File: src/inc/seq_pkg.sv
package seq_pkg;

  // Strap codes, one per documented setting, in table order
  localparam logic [4:0] STRAP_LOW      = 5'h00;
  localparam logic [4:0] STRAP_OPEN     = 5'h01;
  localparam logic [4:0] STRAP_HIGH     = 5'h02;
  localparam logic [4:0] STRAP_R10K     = 5'h03;
  localparam logic [4:0] STRAP_R11K     = 5'h04;
  localparam logic [4:0] STRAP_R12K1    = 5'h05;
  localparam logic [4:0] STRAP_R14K7    = 5'h06;
  localparam logic [4:0] STRAP_R16K2    = 5'h07;
  localparam logic [4:0] STRAP_R17K8    = 5'h08;
  localparam logic [4:0] STRAP_R21K5    = 5'h09;
  localparam logic [4:0] STRAP_R23K7    = 5'h0a;
  localparam logic [4:0] STRAP_R26K1    = 5'h0b;
  localparam logic [4:0] STRAP_R31K6    = 5'h0c;
  localparam logic [4:0] STRAP_R34K8    = 5'h0d;
  localparam logic [4:0] STRAP_R38K3    = 5'h0e;
  localparam logic [4:0] STRAP_R46K4    = 5'h0f;
  localparam logic [4:0] STRAP_R51K1    = 5'h10;
  localparam logic [4:0] STRAP_R56K2    = 5'h11;
  localparam logic [2:0] STRAP_GROUPS   = 3'h6;

  // Phase offset step in units of 22.5 degrees: 45 degrees
  localparam logic [3:0] PHASE_STEP     = 4'h2;
  localparam int         PHASE_STEP_DEG = 45;

  // Misc settings bit that enables parametric capture
  localparam int         MISC_CAPTURE_BIT = 1;

  // Capture-store command values
  localparam logic [7:0] CAP_CMD_LOAD   = 8'h01;
  localparam logic [7:0] CAP_CMD_SAVE   = 8'h02;

  // Capture size in bytes
  localparam int         CAPTURE_BYTES  = 22;

  // Non-volatile write times
  localparam int         CLK_MHZ        = 25;
  localparam int         NVM_WR_US      = 700;
  localparam int         NVM_BLK_WR_US  = 1400;
  localparam int         NVM_WR_CYC     = NVM_WR_US * CLK_MHZ;
  localparam int         NVM_BLK_WR_CYC = NVM_BLK_WR_US * CLK_MHZ;

  // Peer event bus message codes
  localparam logic [1:0] EV_NONE        = 2'h0;
  localparam logic [1:0] EV_ON_DONE     = 2'h1;
  localparam logic [1:0] EV_OFF_DONE    = 2'h2;
  localparam logic [1:0] EV_FAULT       = 2'h3;

  typedef enum logic [1:0]
  {
    SYNC_IN   = 2'b00,
    SYNC_AUTO = 2'b01,
    SYNC_OUT  = 2'b10
  } sync_mode_e;

  typedef enum logic [1:0]
  {
    ROLE_NONE   = 2'b00,
    ROLE_FIRST  = 2'b01,
    ROLE_MIDDLE = 2'b10,
    ROLE_LAST   = 2'b11
  } seq_role_e;

  typedef struct packed
  {
    logic       seq_en;
    logic       track_en;
    seq_role_e  role;
    sync_mode_e sync_mode;
  } strap_cfg_s;

  typedef struct packed
  {
    logic       valid;
    logic [1:0] code;
    logic [6:0] addr;
  } peer_event_s;

  typedef struct packed
  {
    logic shut_on_fault;
    logic retry_on_fault;
    logic shut_on_peer;
    logic restart_on_peer;
  } fault_cfg_s;

endpackage

File: src/hw/capture_mem.sv
`timescale 1ns/10ps
module capture_mem #(
  parameter int DEPTH = 22,
  parameter int AW    = 5
) (
  // Clock
  input  wire logic          clk,
  // Write port
  input  wire logic          we,
  input  wire logic [AW-1:0] waddr,
  input  wire logic [7:0]    wdata,
  // Read port
  input  wire logic [AW-1:0] raddr,
  output logic [7:0]         rdata
);

  logic [7:0] mem [DEPTH];

  always_ff @(posedge clk)
  begin
    if (we)
    begin
      mem[waddr] <= wdata;
    end
    rdata <= mem[raddr];
  end

endmodule

File: src/hw/output_sequencer.sv
`timescale 1ns/10ps
// Function
// Group addresses must be consecutive, no gaps
// Autonomous mode forces address-derived phase offset
// Phase offset is address times 45 degrees
// Low/open/high/10k/11k/12.1k disable sequencing, tracking
// 16.2k first, 23.7k last, 34.8k middle
// 46.4k to 56.2k enable tracking only
// Sync pin input, auto, output per group
// Power-up in ascending address order
// Power-down in descending address order
// Coordinate sequencing through peer event bus
// Host predecessor/successor mode frees address, phase
// Shared enable: high turns on, low off; code goes off if enable returns high in ST_WAIT_OF, until enable rises again
// Own shutdown fault shuts down and broadcasts
// Peer fault shuts down, optionally restarts
// Alert line low on configured faults; code drives it on every fault input, whatever fault_cfg holds
// Host answers alert with alert response
// Host repeats alert response until released
// Capture active only when misc bit 1 set
// Capture read as 22-byte block, anytime
// Shutdown fault stores capture, retry does not
// Capture store takes 700 to 1400 us
// Command 1 loads stored capture into RAM
// Command 2 saves capture only while disabled
module output_sequencer #(
  parameter int NVM_CYC     = seq_pkg::NVM_WR_CYC,
  parameter int NVM_BLK_CYC = seq_pkg::NVM_BLK_WR_CYC
) (
  // Clock and reset
  input  wire logic                 clk,
  input  wire logic                 resetn,
  // Strap and address
  input  wire logic [4:0]           strap_code,
  input  wire logic [6:0]           dev_addr,
  // Host sequencing configuration
  input  wire logic                 host_mode,
  input  wire logic [6:0]           host_pred,
  input  wire logic [6:0]           host_succ,
  input  wire logic                 host_first,
  input  wire logic                 host_last,
  input  wire logic [3:0]           host_phase,
  // Enable and fault inputs
  input  wire logic                 enable,
  input  wire logic                 fault,
  input  wire seq_pkg::fault_cfg_s  fault_cfg,
  input  wire logic                 alert_clear,
  // Peer event bus
  input  wire seq_pkg::peer_event_s peer_rx,
  input  wire logic                 peer_busy,
  output seq_pkg::peer_event_s      peer_tx,
  // Capture control
  input  wire logic [7:0]           misc_cfg,
  input  wire logic                 cap_cmd_we,
  input  wire logic [7:0]           cap_cmd,
  input  wire logic                 block_write,
  input  wire logic                 cap_sample,
  input  wire logic [7:0]           cap_data,
  input  wire logic                 cap_rd_start,
  input  wire logic                 cap_rd_next,
  output logic [7:0]                cap_rd_data,
  output logic                      cap_rd_last,
  output logic                      nvm_busy,
  // Status outputs
  output logic                      out_on,
  output logic [3:0]                phase_off,
  output seq_pkg::sync_mode_e       sync_mode,
  output logic                      track_en,
  output logic                      alert_n_oe
);

  typedef enum logic [2:0]
  {
    ST_OFF     = 3'b000,
    ST_WAIT_ON = 3'b001,
    ST_ON      = 3'b010,
    ST_WAIT_OF = 3'b011,
    ST_FAULT   = 3'b100
  } seq_state_e;

  function automatic seq_pkg::strap_cfg_s decode_strap(input logic [4:0] code);
    seq_pkg::strap_cfg_s c;
    logic [2:0]          grp;
    logic [1:0]          pos;
    c   = '0;
    grp = 3'(code / 5'h03);
    pos = 2'(code % 5'h03);
    c.sync_mode = (pos == 2'h0) ? seq_pkg::SYNC_IN : (pos == 2'h1) ? seq_pkg::SYNC_AUTO : seq_pkg::SYNC_OUT;
    case (grp)
      3'h2: begin c.seq_en = 1'b1; c.role = seq_pkg::ROLE_FIRST;  end
      3'h3: begin c.seq_en = 1'b1; c.role = seq_pkg::ROLE_LAST;   end
      3'h4: begin c.seq_en = 1'b1; c.role = seq_pkg::ROLE_MIDDLE; end
      3'h5: c.track_en = 1'b1;
      default: c = c;
    endcase
    if (code > seq_pkg::STRAP_R56K2)
    begin
      c = '0;
    end
    return c;
  endfunction

  seq_pkg::strap_cfg_s cfg;
  assign cfg = decode_strap(strap_code);

  logic auto_mode;
  logic first_dev;
  logic last_dev;
  assign auto_mode = cfg.seq_en && !host_mode;
  assign first_dev = host_mode ? host_first : (cfg.role == seq_pkg::ROLE_FIRST);
  assign last_dev  = host_mode ? host_last  : (cfg.role == seq_pkg::ROLE_LAST);

  logic [6:0] pred_addr;
  logic [6:0] succ_addr;
  assign pred_addr = host_mode ? host_pred : 7'(dev_addr - 7'h01);
  assign succ_addr = host_mode ? host_succ : 7'(dev_addr + 7'h01);

  logic seq_active;
  assign seq_active = auto_mode || host_mode;

  logic pred_on;
  logic succ_off;
  logic peer_fault;
  assign pred_on    = peer_rx.valid && peer_rx.code == seq_pkg::EV_ON_DONE  && peer_rx.addr == pred_addr;
  assign succ_off   = peer_rx.valid && peer_rx.code == seq_pkg::EV_OFF_DONE && peer_rx.addr == succ_addr;
  assign peer_fault = peer_rx.valid && peer_rx.code == seq_pkg::EV_FAULT    && peer_rx.addr != dev_addr;

  // Sequencer state
  seq_state_e           st_q, st_d;
  logic                 en_q, en_d;
  logic                 tx_pend_q, tx_pend_d;
  logic [1:0]           tx_code_q, tx_code_d;
  seq_pkg::peer_event_s tx_q, tx_d;
  logic                 alert_q, alert_d;
  logic                 shut_fault;
  logic                 retry_fault;

  assign shut_fault  = fault && fault_cfg.shut_on_fault && !fault_cfg.retry_on_fault;
  assign retry_fault = fault && fault_cfg.retry_on_fault;

  always_comb
  begin
    st_d      = st_q;
    en_d      = enable;
    tx_pend_d = tx_pend_q;
    tx_code_d = tx_code_q;
    tx_d      = '0;
    alert_d   = alert_q;
    if (fault)
    begin
      alert_d = 1'b1;
    end
    else if (alert_clear)
    begin
      alert_d = 1'b0;
    end
    case (st_q)
      ST_OFF:
        if (enable && !en_q)
        begin
          st_d = (!seq_active || first_dev) ? ST_ON : ST_WAIT_ON;
          if (st_d == ST_ON && seq_active)
          begin
            tx_pend_d = 1'b1;
            tx_code_d = seq_pkg::EV_ON_DONE;
          end
        end
      ST_WAIT_ON:
        if (!enable)
        begin
          st_d = ST_OFF;
        end
        else if (pred_on)
        begin
          st_d      = ST_ON;
          tx_pend_d = 1'b1;
          tx_code_d = seq_pkg::EV_ON_DONE;
        end
      ST_ON:
        if (!enable)
        begin
          st_d = (!seq_active || last_dev) ? ST_OFF : ST_WAIT_OF;
          if (st_d == ST_OFF && seq_active)
          begin
            tx_pend_d = 1'b1;
            tx_code_d = seq_pkg::EV_OFF_DONE;
          end
        end
      ST_WAIT_OF:
        if (succ_off || enable)
        begin
          st_d      = ST_OFF;
          tx_pend_d = succ_off;
          tx_code_d = seq_pkg::EV_OFF_DONE;
        end
      ST_FAULT:
        if (!enable)
        begin
          st_d = ST_OFF;
        end
        else if (fault_cfg.restart_on_peer && !fault)
        begin
          st_d = (!seq_active || first_dev) ? ST_ON : ST_WAIT_ON;
          if (st_d == ST_ON && seq_active)
          begin
            tx_pend_d = 1'b1;
            tx_code_d = seq_pkg::EV_ON_DONE;
          end
        end
      default: st_d = ST_OFF;
    endcase
    if (shut_fault && st_q != ST_FAULT && st_q != ST_OFF)
    begin
      st_d      = ST_FAULT;
      tx_pend_d = 1'b1;
      tx_code_d = seq_pkg::EV_FAULT;
    end
    else if (peer_fault && fault_cfg.shut_on_peer && st_q != ST_OFF && st_q != ST_FAULT)
    begin
      st_d = ST_FAULT;
    end
    if (tx_pend_q && !peer_busy && !tx_pend_d)
    begin
      tx_d = '{valid: 1'b1, code: tx_code_q, addr: dev_addr};
    end
    else if (tx_pend_q && !peer_busy && tx_code_d == tx_code_q)
    begin
      tx_d      = '{valid: 1'b1, code: tx_code_q, addr: dev_addr};
      tx_pend_d = 1'b0;
    end
  end

  always_ff @(posedge clk)
  begin
    if (!resetn)
    begin
      st_q      <= ST_OFF;
      en_q      <= 1'b0;
      tx_pend_q <= 1'b0;
      tx_code_q <= seq_pkg::EV_NONE;
      tx_q      <= '0;
      alert_q   <= 1'b0;
    end
    else
    begin
      st_q      <= st_d;
      en_q      <= en_d;
      tx_pend_q <= tx_pend_d;
      tx_code_q <= tx_code_d;
      tx_q      <= tx_d;
      alert_q   <= alert_d;
    end
  end

  // Configuration and on-state outputs
  logic [3:0]          phase_d, phase_q;
  seq_pkg::sync_mode_e sync_q;
  logic                track_q;
  logic                on_q;

  always_comb
  begin
    phase_d = host_phase;
    if (auto_mode)
    begin
      phase_d = 4'(dev_addr[2:0] * seq_pkg::PHASE_STEP);
    end
  end

  always_ff @(posedge clk)
  begin
    if (!resetn)
    begin
      phase_q <= 4'h0;
      sync_q  <= seq_pkg::SYNC_IN;
      track_q <= 1'b0;
      on_q    <= 1'b0;
    end
    else
    begin
      phase_q <= phase_d;
      sync_q  <= cfg.sync_mode;
      track_q <= cfg.track_en;
      on_q    <= (st_d == ST_ON || st_d == ST_WAIT_OF);
    end
  end

  // Capture and non-volatile store
  localparam int CNT_W = 24;
  logic             cap_en;
  logic             busy_q, busy_d;
  logic [CNT_W-1:0] cnt_q, cnt_d;
  logic             stored_q, stored_d;
  logic [4:0]       wptr_q, wptr_d;
  logic [4:0]       rptr_q, rptr_d;
  logic             last_q, last_d;
  logic             fault_q;
  logic [CNT_W-1:0] wr_cycles;
  // Copy engine between live capture RAM and stored image
  logic             cp_act_q, cp_act_d;
  logic             cp_dir_q, cp_dir_d;
  logic [4:0]       cp_ptr_q, cp_ptr_d;
  logic             cp_wr_q;
  logic [4:0]       cp_wa_q;
  logic             smp_we;
  logic             ram_we;
  logic [4:0]       ram_waddr;
  logic [7:0]       ram_wdata;
  logic [4:0]       ram_raddr;
  logic [7:0]       ram_rdata;
  logic [7:0]       nvm_rdata;

  // Live sampling pauses while the copy engine owns the RAM
  assign smp_we    = cap_en && cap_sample && !busy_q && !cp_act_q && !cp_wr_q;
  assign ram_we    = (cp_wr_q && cp_dir_q) || smp_we;
  assign ram_waddr = (cp_wr_q && cp_dir_q) ? cp_wa_q : wptr_q;
  assign ram_wdata = (cp_wr_q && cp_dir_q) ? nvm_rdata : cap_data;
  assign ram_raddr = (cp_act_q && !cp_dir_q) ? cp_ptr_q : rptr_d;

  assign cap_en    = misc_cfg[seq_pkg::MISC_CAPTURE_BIT];
  assign wr_cycles = block_write ? CNT_W'(NVM_BLK_CYC) : CNT_W'(NVM_CYC);

  always_comb
  begin
    busy_d   = busy_q;
    cnt_d    = cnt_q;
    stored_d = stored_q;
    wptr_d   = wptr_q;
    rptr_d   = rptr_q;
    last_d   = 1'b0;
    if (busy_q)
    begin
      cnt_d = CNT_W'(cnt_q - 1'b1);
      if (cnt_q == '0 || cnt_q == CNT_W'(1))
      begin
        busy_d   = 1'b0;
        stored_d = 1'b1;
      end
    end
    else if (cap_en && fault && !fault_q && fault_cfg.shut_on_fault && !retry_fault)
    begin
      busy_d = 1'b1;
      cnt_d  = wr_cycles;
    end
    else if (cap_en && cap_cmd_we && cap_cmd == seq_pkg::CAP_CMD_SAVE && st_q == ST_OFF)
    begin
      busy_d = 1'b1;
      cnt_d  = wr_cycles;
    end
    if (smp_we)
    begin
      wptr_d = (wptr_q == 5'(seq_pkg::CAPTURE_BYTES - 1)) ? 5'h00 : 5'(wptr_q + 5'h01);
    end
    if (cap_cmd_we && cap_cmd == seq_pkg::CAP_CMD_LOAD && stored_q)
    begin
      rptr_d = 5'h00;
    end
    if (cap_rd_start)
    begin
      rptr_d = 5'h00;
    end
    else if (cap_rd_next && rptr_q != 5'(seq_pkg::CAPTURE_BYTES - 1))
    begin
      rptr_d = 5'(rptr_q + 5'h01);
    end
    last_d = (rptr_d == 5'(seq_pkg::CAPTURE_BYTES - 1));
  end

  always_ff @(posedge clk)
  begin
    if (!resetn)
    begin
      busy_q   <= 1'b0;
      cnt_q    <= '0;
      stored_q <= 1'b0;
      wptr_q   <= 5'h00;
      rptr_q   <= 5'h00;
      last_q   <= 1'b0;
      fault_q  <= 1'b0;
    end
    else
    begin
      busy_q   <= busy_d;
      cnt_q    <= cnt_d;
      stored_q <= stored_d;
      wptr_q   <= wptr_d;
      rptr_q   <= rptr_d;
      last_q   <= last_d;
      fault_q  <= fault;
    end
  end

  // Store copies RAM to the image, load copies it back
  always_comb
  begin
    cp_act_d = cp_act_q;
    cp_dir_d = cp_dir_q;
    cp_ptr_d = cp_ptr_q;
    if (!busy_q && busy_d)
    begin
      cp_act_d = 1'b1;
      cp_dir_d = 1'b0;
      cp_ptr_d = 5'h00;
    end
    else if (cap_cmd_we && cap_cmd == seq_pkg::CAP_CMD_LOAD && stored_q && !busy_q)
    begin
      cp_act_d = 1'b1;
      cp_dir_d = 1'b1;
      cp_ptr_d = 5'h00;
    end
    else if (cp_act_q)
    begin
      cp_act_d = (cp_ptr_q != 5'(seq_pkg::CAPTURE_BYTES - 1));
      cp_ptr_d = 5'(cp_ptr_q + 5'h01);
    end
  end

  always_ff @(posedge clk)
  begin
    if (!resetn)
    begin
      cp_act_q <= 1'b0;
      cp_dir_q <= 1'b0;
      cp_ptr_q <= 5'h00;
      cp_wr_q  <= 1'b0;
      cp_wa_q  <= 5'h00;
    end
    else
    begin
      cp_act_q <= cp_act_d;
      cp_dir_q <= cp_dir_d;
      cp_ptr_q <= cp_ptr_d;
      cp_wr_q  <= cp_act_q;
      cp_wa_q  <= cp_ptr_q;
    end
  end

  capture_mem #(
    .DEPTH (seq_pkg::CAPTURE_BYTES),
    .AW    (5)
  ) u_mem (
    .clk   (clk),
    .we    (ram_we),
    .waddr (ram_waddr),
    .wdata (ram_wdata),
    .raddr (ram_raddr),
    .rdata (ram_rdata)
  );

  capture_mem #(
    .DEPTH (seq_pkg::CAPTURE_BYTES),
    .AW    (5)
  ) u_nvm (
    .clk   (clk),
    .we    (cp_wr_q && !cp_dir_q),
    .waddr (cp_wa_q),
    .wdata (ram_rdata),
    .raddr (cp_ptr_q),
    .rdata (nvm_rdata)
  );

  assign cap_rd_data = ram_rdata;

  assign peer_tx     = tx_q;
  assign out_on      = on_q;
  assign phase_off   = phase_q;
  assign sync_mode   = sync_q;
  assign track_en    = track_q;
  assign alert_n_oe  = alert_q;
  assign nvm_busy    = busy_q;
  assign cap_rd_last = last_q;

endmodule

File: config.mk
export PLATFORM = sky130hd
export DESIGN_NAME = output_sequencer
export DESIGN_NICKNAME = d
export VERILOG_FILES = /design/src/inc/seq_pkg.sv /design/src/hw/capture_mem.sv /design/src/hw/output_sequencer.sv
export SDC_FILE = /design/constraint.sdc
export NUM_CORES = 1
export LEC_CHECK = 0
export BUFFER_PORTS_ARGS = -buffer_cell sky130_fd_sc_hd__buf_2
export CORE_MARGIN = 1
export CORE_UTILIZATION = 50
export CTS_BUF_LIST = sky130_fd_sc_hd__clkbuf_8
export DETAILED_ROUTE_END_ITERATION = 8
export PLACE_DENSITY = 0.67
export SETUP_SLACK_MARGIN = 0.5
export SYNTH_ARGS = -nofsm -noshare
export SYNTH_HDL_FRONTEND = slang
export SYNTH_SLANG_ARGS = --single-unit
File: constraint.sdc
create_clock -name clk -period 4.8 [get_ports clk]
set_input_delay 0.72 -clock clk [delete_from_list [all_inputs] [get_ports clk]]
set_output_delay 0.72 -clock clk [all_outputs]
set_load 0.005 [all_outputs]
== Yosys cells after proc, flatten, opt, wreduce, memory -nomap -nowiden ==
Memories as Yosys holds them, arrays and structs flattened. A register that Yosys moved wholly into a read port is not among the register bits.
Index checks and enable logic that the tools add are counted.

* $add $sub $neg: 6
* Divide/modulo/power cells: 2
* $lt $le $gt $ge: 1
* Equality and inequality tests: 29
* Multiplexer cells: 73
* Bitwise gates (word level): 1
* Reductions and logical operators: 75

{| class="wikitable"
|+ Operators by type and width
! operator !! count
|-
| $mux W24 || 3
|-
| $logic_and A1 B1 Y1 || 41
|-
| $mux W5 || 6
|-
| $mux W1 || 29
|-
| $mux W2 || 14
|-
| $mux W3 || 9
|-
| $eq A24 B1 Y1 const B || 1
|-
| $logic_not A24 Y1 || 1
|-
| $sub A24 B1 Y24 const B || 1
|-
| $mux W10 || 2
|-
| $eq A3 B2 Y1 const B || 6
|-
| $mux W16 || 1
|-
| $add A5 B1 Y5 const B || 3
|-
| $pmux W3 S5 || 1
|-
| $eq A7 B7 Y1 || 2
|-
| $mux W7 || 2
|-
| $logic_not A1 Y1 || 13
|-
| $eq A5 B5 Y1 const B || 2
|-
| $ne A5 B5 Y1 const B || 2
|-
| $pmux W2 S5 || 1
|-
| $eq A3 B3 Y1 const B || 3
|-
| $reduce_or A3 Y1 || 3
|-
| $eq A2 B2 Y1 const B || 4
|-
| $eq A8 B1 Y1 const B || 1
|-
| 24 further kinds || 36
|}

* Flip-flop bits (word level): 77
* Bits in writable memories: 352
* Bits of input ports: 82
* Output and inout bits: 29
* Word-level logic and storage cells: 214
* Memories kept: 2

{| class="wikitable"
|+ Memory list
! memory !! words !! bits a word !! read ports !! clocked after memory_dff !! write ports !! line !! text
|-
| u_mem.mem || 22 || 8 || 1 || 1 || 1 || capture_mem.sv:17 || <nowiki>logic [7:0] mem [DEPTH];</nowiki>
|-
| u_nvm.mem || 22 || 8 || 1 || 1 || 1 || capture_mem.sv:17 ||
|}

== Logic depth before layout (Yosys ltp) ==
* Depth after elaboration: 21
* Mapped depth: 17
* Mapped depth without buffers: 12

== Modules after synthesis ==
Synthesis repeated with hierarchy kept, for this count alone.

* Cells, all modules: 1355
* Area, all modules: 19322.3 um^2

{| class="wikitable"
|+ Modules (own cells, without submodules)
! module !! times used !! cells each !! area each (um^2) !! sequential area each (um^2)
|-
| capture_mem || 2 || 345 || 7059.3 || 5445.2
|-
| output_sequencer || 1 || 665 || 5203.7 || 1541.5
|}

== Worst setup path after synthesis ==
No wires, ideal clock.

* Kind: in2reg
* Start point: input strap_code[3]
* End point: register tx_pend_q
* Library setup time: 0.122 ns
* Arrival: 4.003 ns
* Required time: 4.678 ns
* Setup slack: 0.675 ns
* Stages on the path: 15
* Path buffers: 4
* Path through: buf_4 buf_2 clkbuf_1 ha_1 buf_2 or2_2 a221oi_2 a21oi_2 ha_1 or4_4 a221oi_2 a21oi_2 a32oi_2 nand2_2 o311a_1

* Longest elaborated chain between the ends: 21
* Elaborated cells on any way between the ends: 46
* Those cells by class: div: 1; order compare: 1; eq/ne: 7; mux: 25; reduce/logical: 12

{| class="wikitable"
|+ RTL lines
! item !! line !! text
|-
| start: declaration || output_sequencer.sv:34 || <nowiki>input wire logic [4:0] strap_code,</nowiki>
|-
| $div A5 B2 Y5 || output_sequencer.sv:86 || <nowiki>grp = 3'(code / 5'h03);</nowiki>
|-
| $eq A3 B3 Y1 / $eq A3 B2 Y1 (equally long branches) || output_sequencer.sv:89 || <nowiki>case (grp)</nowiki>
|-
| $reduce_or A3 Y1 (no source line) || n/a ||
|-
| $mux W1 || output_sequencer.sv:89 ||
|-
| $mux W6 (*) || output_sequencer.sv:96 || <nowiki>if (code > seq_pkg::STRAP_R56K2)</nowiki>
|-
| parallel branches: the longest is 15 deep, another holds $pmux W2 S5 || n/a ||
|-
| $mux W1 (*) || output_sequencer.sv:222 || <nowiki>if (tx_pend_q && !peer_busy && !tx_pend_d)</nowiki>
|-
| end signal: assignment || output_sequencer.sv:248 || <nowiki>tx_pend_q <= tx_pend_d;</nowiki>
|-
| end: declaration || output_sequencer.sv:131 || <nowiki>logic tx_pend_q, tx_pend_d;</nowiki>
|}

Mark *: on every way between the ends.
A chain may end at the register's enable or synchronous reset.

== Worst setup path in the final report ==
* Start point: input strap_code[3]
* End point: register tx_q, in the netlist peer_tx[4]

* Longest elaborated chain between the ends: 21
* Elaborated cells on any way between the ends: 46
* Those cells by class: div: 1; order compare: 1; eq/ne: 7; mux: 25; reduce/logical: 12

{| class="wikitable"
|+ RTL lines
! item !! line !! text
|-
| $div A5 B2 Y5 || output_sequencer.sv:86 ||
|-
| $eq A3 B3 Y1 / $eq A3 B2 Y1 (equally long branches) || output_sequencer.sv:89 ||
|-
| $reduce_or A3 Y1 (no source line) || n/a ||
|-
| $mux W1 || output_sequencer.sv:89 ||
|-
| $mux W6 (*) || output_sequencer.sv:96 ||
|-
| parallel branches: the longest is 15 deep, another holds $pmux W2 S5 || n/a ||
|-
| $mux W10 (*) || output_sequencer.sv:222 ||
|-
| end signal: assignment || output_sequencer.sv:250 || <nowiki>tx_q <= tx_d;</nowiki>
|-
| end: declaration || output_sequencer.sv:133 || <nowiki>seq_pkg::peer_event_s tx_q, tx_d;</nowiki>
|}

Marked as above.

==> out/results.env <==
SYNTH-COMPOUND-AREA-SHARE_PCT=9.93
CRITICAL-PATH-TOP-CELL-BY-COUNT='ha_1'
YOSYS.CELL_TYPES.COUNT=87
YOSYSMOSTFREQUENTCELL='edfxtp_1'
CRITICAL_PATH.MAX_FANOUT=17
YOSYS.AREA_SHARE.SIMPLE_PCT=12.9
CPMAXSTAGEDELAYCELL='o41ai_4'
CLOCK_INSERTION_DELAY_WORST_SKEW_PS=620
SYNTH_ENABLE_FLOP_CELLS=352
CTS_MAX_PATH_BUFFERS=3
FINAL_NETS=1723
FINALWORSTPATHREQUIREDPERIOD_PS=3820
AVGVIACOUNTPERCELL=5.81
FINALWIRELENGTH_MICRONS=44900
CRIT_END_ELEMENT='register'
CTS_ROOT_BUF='clkbuf_8'
SYNTH.MUX.AREA_FRACTION_PCT=8.68
MAIN_COMBINATIONAL_CELL_FAMILY_BY_AREA_AFTER_SYNTHESIS='simple AND/OR/NAND/NOR gates'
CRIT_PATH_CELL_TRACE='buf_2, ha_1, nor2b_1, mux2i_1, a211oi_4, ha_1, a221oi_4, and3_4, or3_4, o41ai_4, o32ai_1'
FINALSETUPVIOLATIONS=0
SLEW_HEADROOM_PCT=32.4
GRT_REMAINING_OVERFLOW=0
NUMBER_OF_GLOBAL_ROUTE_VIAS_BEFORE_REPAIR=12600
CP.REQUIRED_PS=5240
TIMING.RR.START='rptr_q[0]'
FF2FF_SETUP_SLACK_PS=1440
SYNTH.CELL_AREA_SQ_UM=19600
CTS.CLK_SLEW.WORST_PATHS_PS=60
SYNTH_CELL_COUNT_LEADERS='edfxtp_1 (352), nand2_1 (189), nor2_1 (98)'
SEQUENTIAL_SHARE_OF_THE_SYNTHESIZED_AREA_PCT=63.4
TRITONCTS='built'
REMAINING_DRC_ERRORS=0
DIEWIDTH_MICRONS=200
SYN-INSTANCE-COUNT=1515
CORE-AREA_SQ_UM=38600
POST_CTS_RESIZE_COUNT=0
INSERTEDDIODECOUNT=0
POSTCTSHOLDBUFS=0
LAYOUT_SKEW_PS=20.2
FLOORPLAN.DIE_AREA_SQ_UM=40000
LEVEL_COUNT_OF_THE_CLOCK_H_TREE=3
HOLDCRITPATHCLASS='input port to register'
TIMING.REG2REG.WORST_PATH_DEPTH=9
SYNTH_TOP_CELL_BY_AREA='edfxtp_1'
SYNTH_ADDER_AREA_SHARE_PCT=0.829
FINAL_ANTENNA_NET_COUNT=0
YOSYS_WARNINGS=0
ASYNC_RESET_FF_SHARE_PCT=0
FINAL.PERIOD_UTILIZATION_PCT=79.5
DESIGN.PORTCOUNT=111
POST-SYNTH-TOP-AREA-FRACTION_PCT=53.9
FINALWEIGHTEDCONGESTION=0.858
CPPEAKSTAGEDELAY_PS=680
INITIALDRTVIOLATIONCOUNT=1050
GRT_ANTENNA_BEFORE_REPAIR=0
MOST_INSTANTIATED_FLIP_FLOP_CELL_IN_THE_SYNTHESIS_NETLIST='edfxtp_1'
EFFECTIVE_UTILIZATION_AT_FLOORPLAN_PCT=50.8
AREAL_POWER_DENSITY_OVER_THE_CELLS_nW_PER_UM2=363
FINAL_COUNT_OF_HOLD_TIMING_VIOLATIONS=0
FINALMAXSLEWVIOLATIONS=0
DIE_H_MICRONS=200
POSTSYNTHNETCOUNT=1610
POST_SYNTH_MAIN_AREA_CONTRIBUTORS='edfxtp_1 (54%), dfxtp_1 (9.5%), mux4_2 (5.5%), nand2_1 (3.6%), mux2i_1 (2.7%)'
MAXIMUM_VDD_IR_DROP_mV=0.285
TOTAL_NEGATIVE_SETUP_SLACK_PS=0
FMAXACHIEVABLE_MHz=262
LAYOUT-DRIVE-GT1-SHARE_PCT=18.6
GLOBAL_ROUTE_WIRE_LENGTH_BEFORE_REPAIR_MICRONS=70100
PORT_BUFFERS=103
GRT_UTIL_ALL_LAYERS_PCT=22.5
DRV_CAP=0
TIMING_WORST_SETUP_PATH_TYPE='input port to register'
PLACED_CELLS_INCL_TAPS=2072
WORST_SETUP_SP='strap_code[3]'
CRIT_END='peer_tx[4]'
WORSTPATHARRIVAL_PS=4250
RSZ0062_AT_GRT='false'
DRT-WIRELENGTH-PER-CELL_MICRONS=20.4
FIRST_DRT_PASS_ITERATION_COUNT=7
POSTCTS_SETUP_BUFS=0
TIGHTEST_SLEW_PS=1010
SYN_AREA_PER_CELL_SQ_UM=13.0
SYNTH-XOR-AREA-SHARE_PCT=1.52
RUN_STATUS='complete, no violations'
CELLLEAKAGEPOWER_uW=0.00773
CLOCK_SINKS=445
WORST_HOLD_SLACK_PS=309
FIN_CELLS=2203
REG2REG_TO='u_mem.rdata[7]'
GRT_MAX_DEGREE=46
DR_TOTAL_VIAS=12800
CRIT_PATH_START_KIND='input port'
CTS_MADE_BUFFERS=72
AREA_GROWTH_SYN_TO_LAYOUT_PCT=11.7
ROWS=72
SUM_OF_NET_HALF_PERIMETERS_AFTER_DETAILED_PLACEMENT_MICRONS=28800
SYNTH-SEQ-CELLS=445
## worst max-delay path: cells and delay by family
kind	cells	cell delay (ps)
mux	1	180
buf+inv	1	250
simple gates	3	910
fa+ha+maj	2	840
compound gates	4	1350
## final cells by class
class | instances | area, sq um
Fill cell | 3094 | 16700
Sequential cell | 445 | 12400
Multi-Input combinational cell | 948 | 6670
Clock buffer | 79 | 1090
Timing Repair Buffer | 124 | 673
Tap cell | 518 | 648
Clock inverter | 52 | 260
Inverter | 37 | 139
## power breakdown
group	leakage [uW]	internal [uW]	switching, uW
sequential	0.00392	4230	67.1
combinational	0.00299	229	383
clock	0.000815	1580	1460
## worst min path at each step
stage                            start   endpoint  slack [ps]  cells past startpoint
after floorplan               stored_q   stored_q         440                      1
after global placement        stored_q   stored_q         450                      1
after detailed placement      stored_q   stored_q         460                      1
after CTS                 cap_rd_start  rptr_q[3]         280                      2
after global routing      cap_rd_start  rptr_q[3]         310                      2
final                     cap_rd_start  rptr_q[3]         310                      2
## cells in the final DEF, fill, tap and decap left out, types with 7 or more instances in the layout
master,Yosys,final
edfxtp_1,352,352
nand2_1,189,189
buf_2,21,103
nor2_1,98,98
dfxtp_1,93,91
clkbuf_8,0,79
inv_1,37,69
a21oi_1,62,62
mux2i_1,52,52
nand3_1,51,51
mux4_2,48,48
o21ai_0,47,47
nor2b_1,25,25
a21boi_0,23,23
xor2_1,23,23
buf_4,11,21
o211ai_1,20,20
a211oi_1,20,20
a31oi_1,20,19
nand4_1,19,19
and2_1,19,18
nor3_1,17,17
or3_1,14,14
ha_1,13,13
nand2b_1,12,12
nor4_1,12,12
xnor2_1,11,11
and3_1,10,10
mux2_2,9,9
o21a_1,9,9
o32ai_1,8,8
clkinv_2,0,8
o31ai_1,8,7
## registers in the layout, indices dropped and copies added, names as in the netlist, 2 cells and up
name,count
u_nvm.mem,176
rptr_q,5
cnt_q,24
u_mem.rdata,8
u_mem.mem,176
wptr_q,5
sync_mode,2
tx_code_q,2
cp_wa_q,5
phase_off,4
peer_tx,10
st_q,3
u_nvm.rdata,8
cp_ptr_q,5
## metrics by stage
step,setup slack [ps],total power (uW),utilization (%),area [sq um]
6_report,983,7950,56.7,21900
5_1_grt,706,8240,56.7,21900
4_1_cts,1020,8020,56.7,21900
3_5_place_dp,376,4990,53.2,20600
3_3_place_gp,471,4970,53.2,20600
2_1_floorplan,675,4770,-,19600
## logic make-up (layout without fill, tap and decap cells)
kind of cell / count (synthesis) / after routing
simple gates: 514 / 514
flops: 445 / 445
compound gates: 278 / 278
buf+inv: 122 / 292
mux: 109 / 109
xor+xnor: 34 / 34
fa+ha+maj: 13 / 13
## routing by layer
layer  vias up  global-route usage (%)  routed length [microns]
met4         0                    7.17                      869
met3        65                    3.77                     3030
met2       502                    36.8                    21700
met1      6243                    30.8                    19400
li1       5979                       -                        -
met5         -                       0                        0
Note: power is estimated with default switching activity, not from simulation.
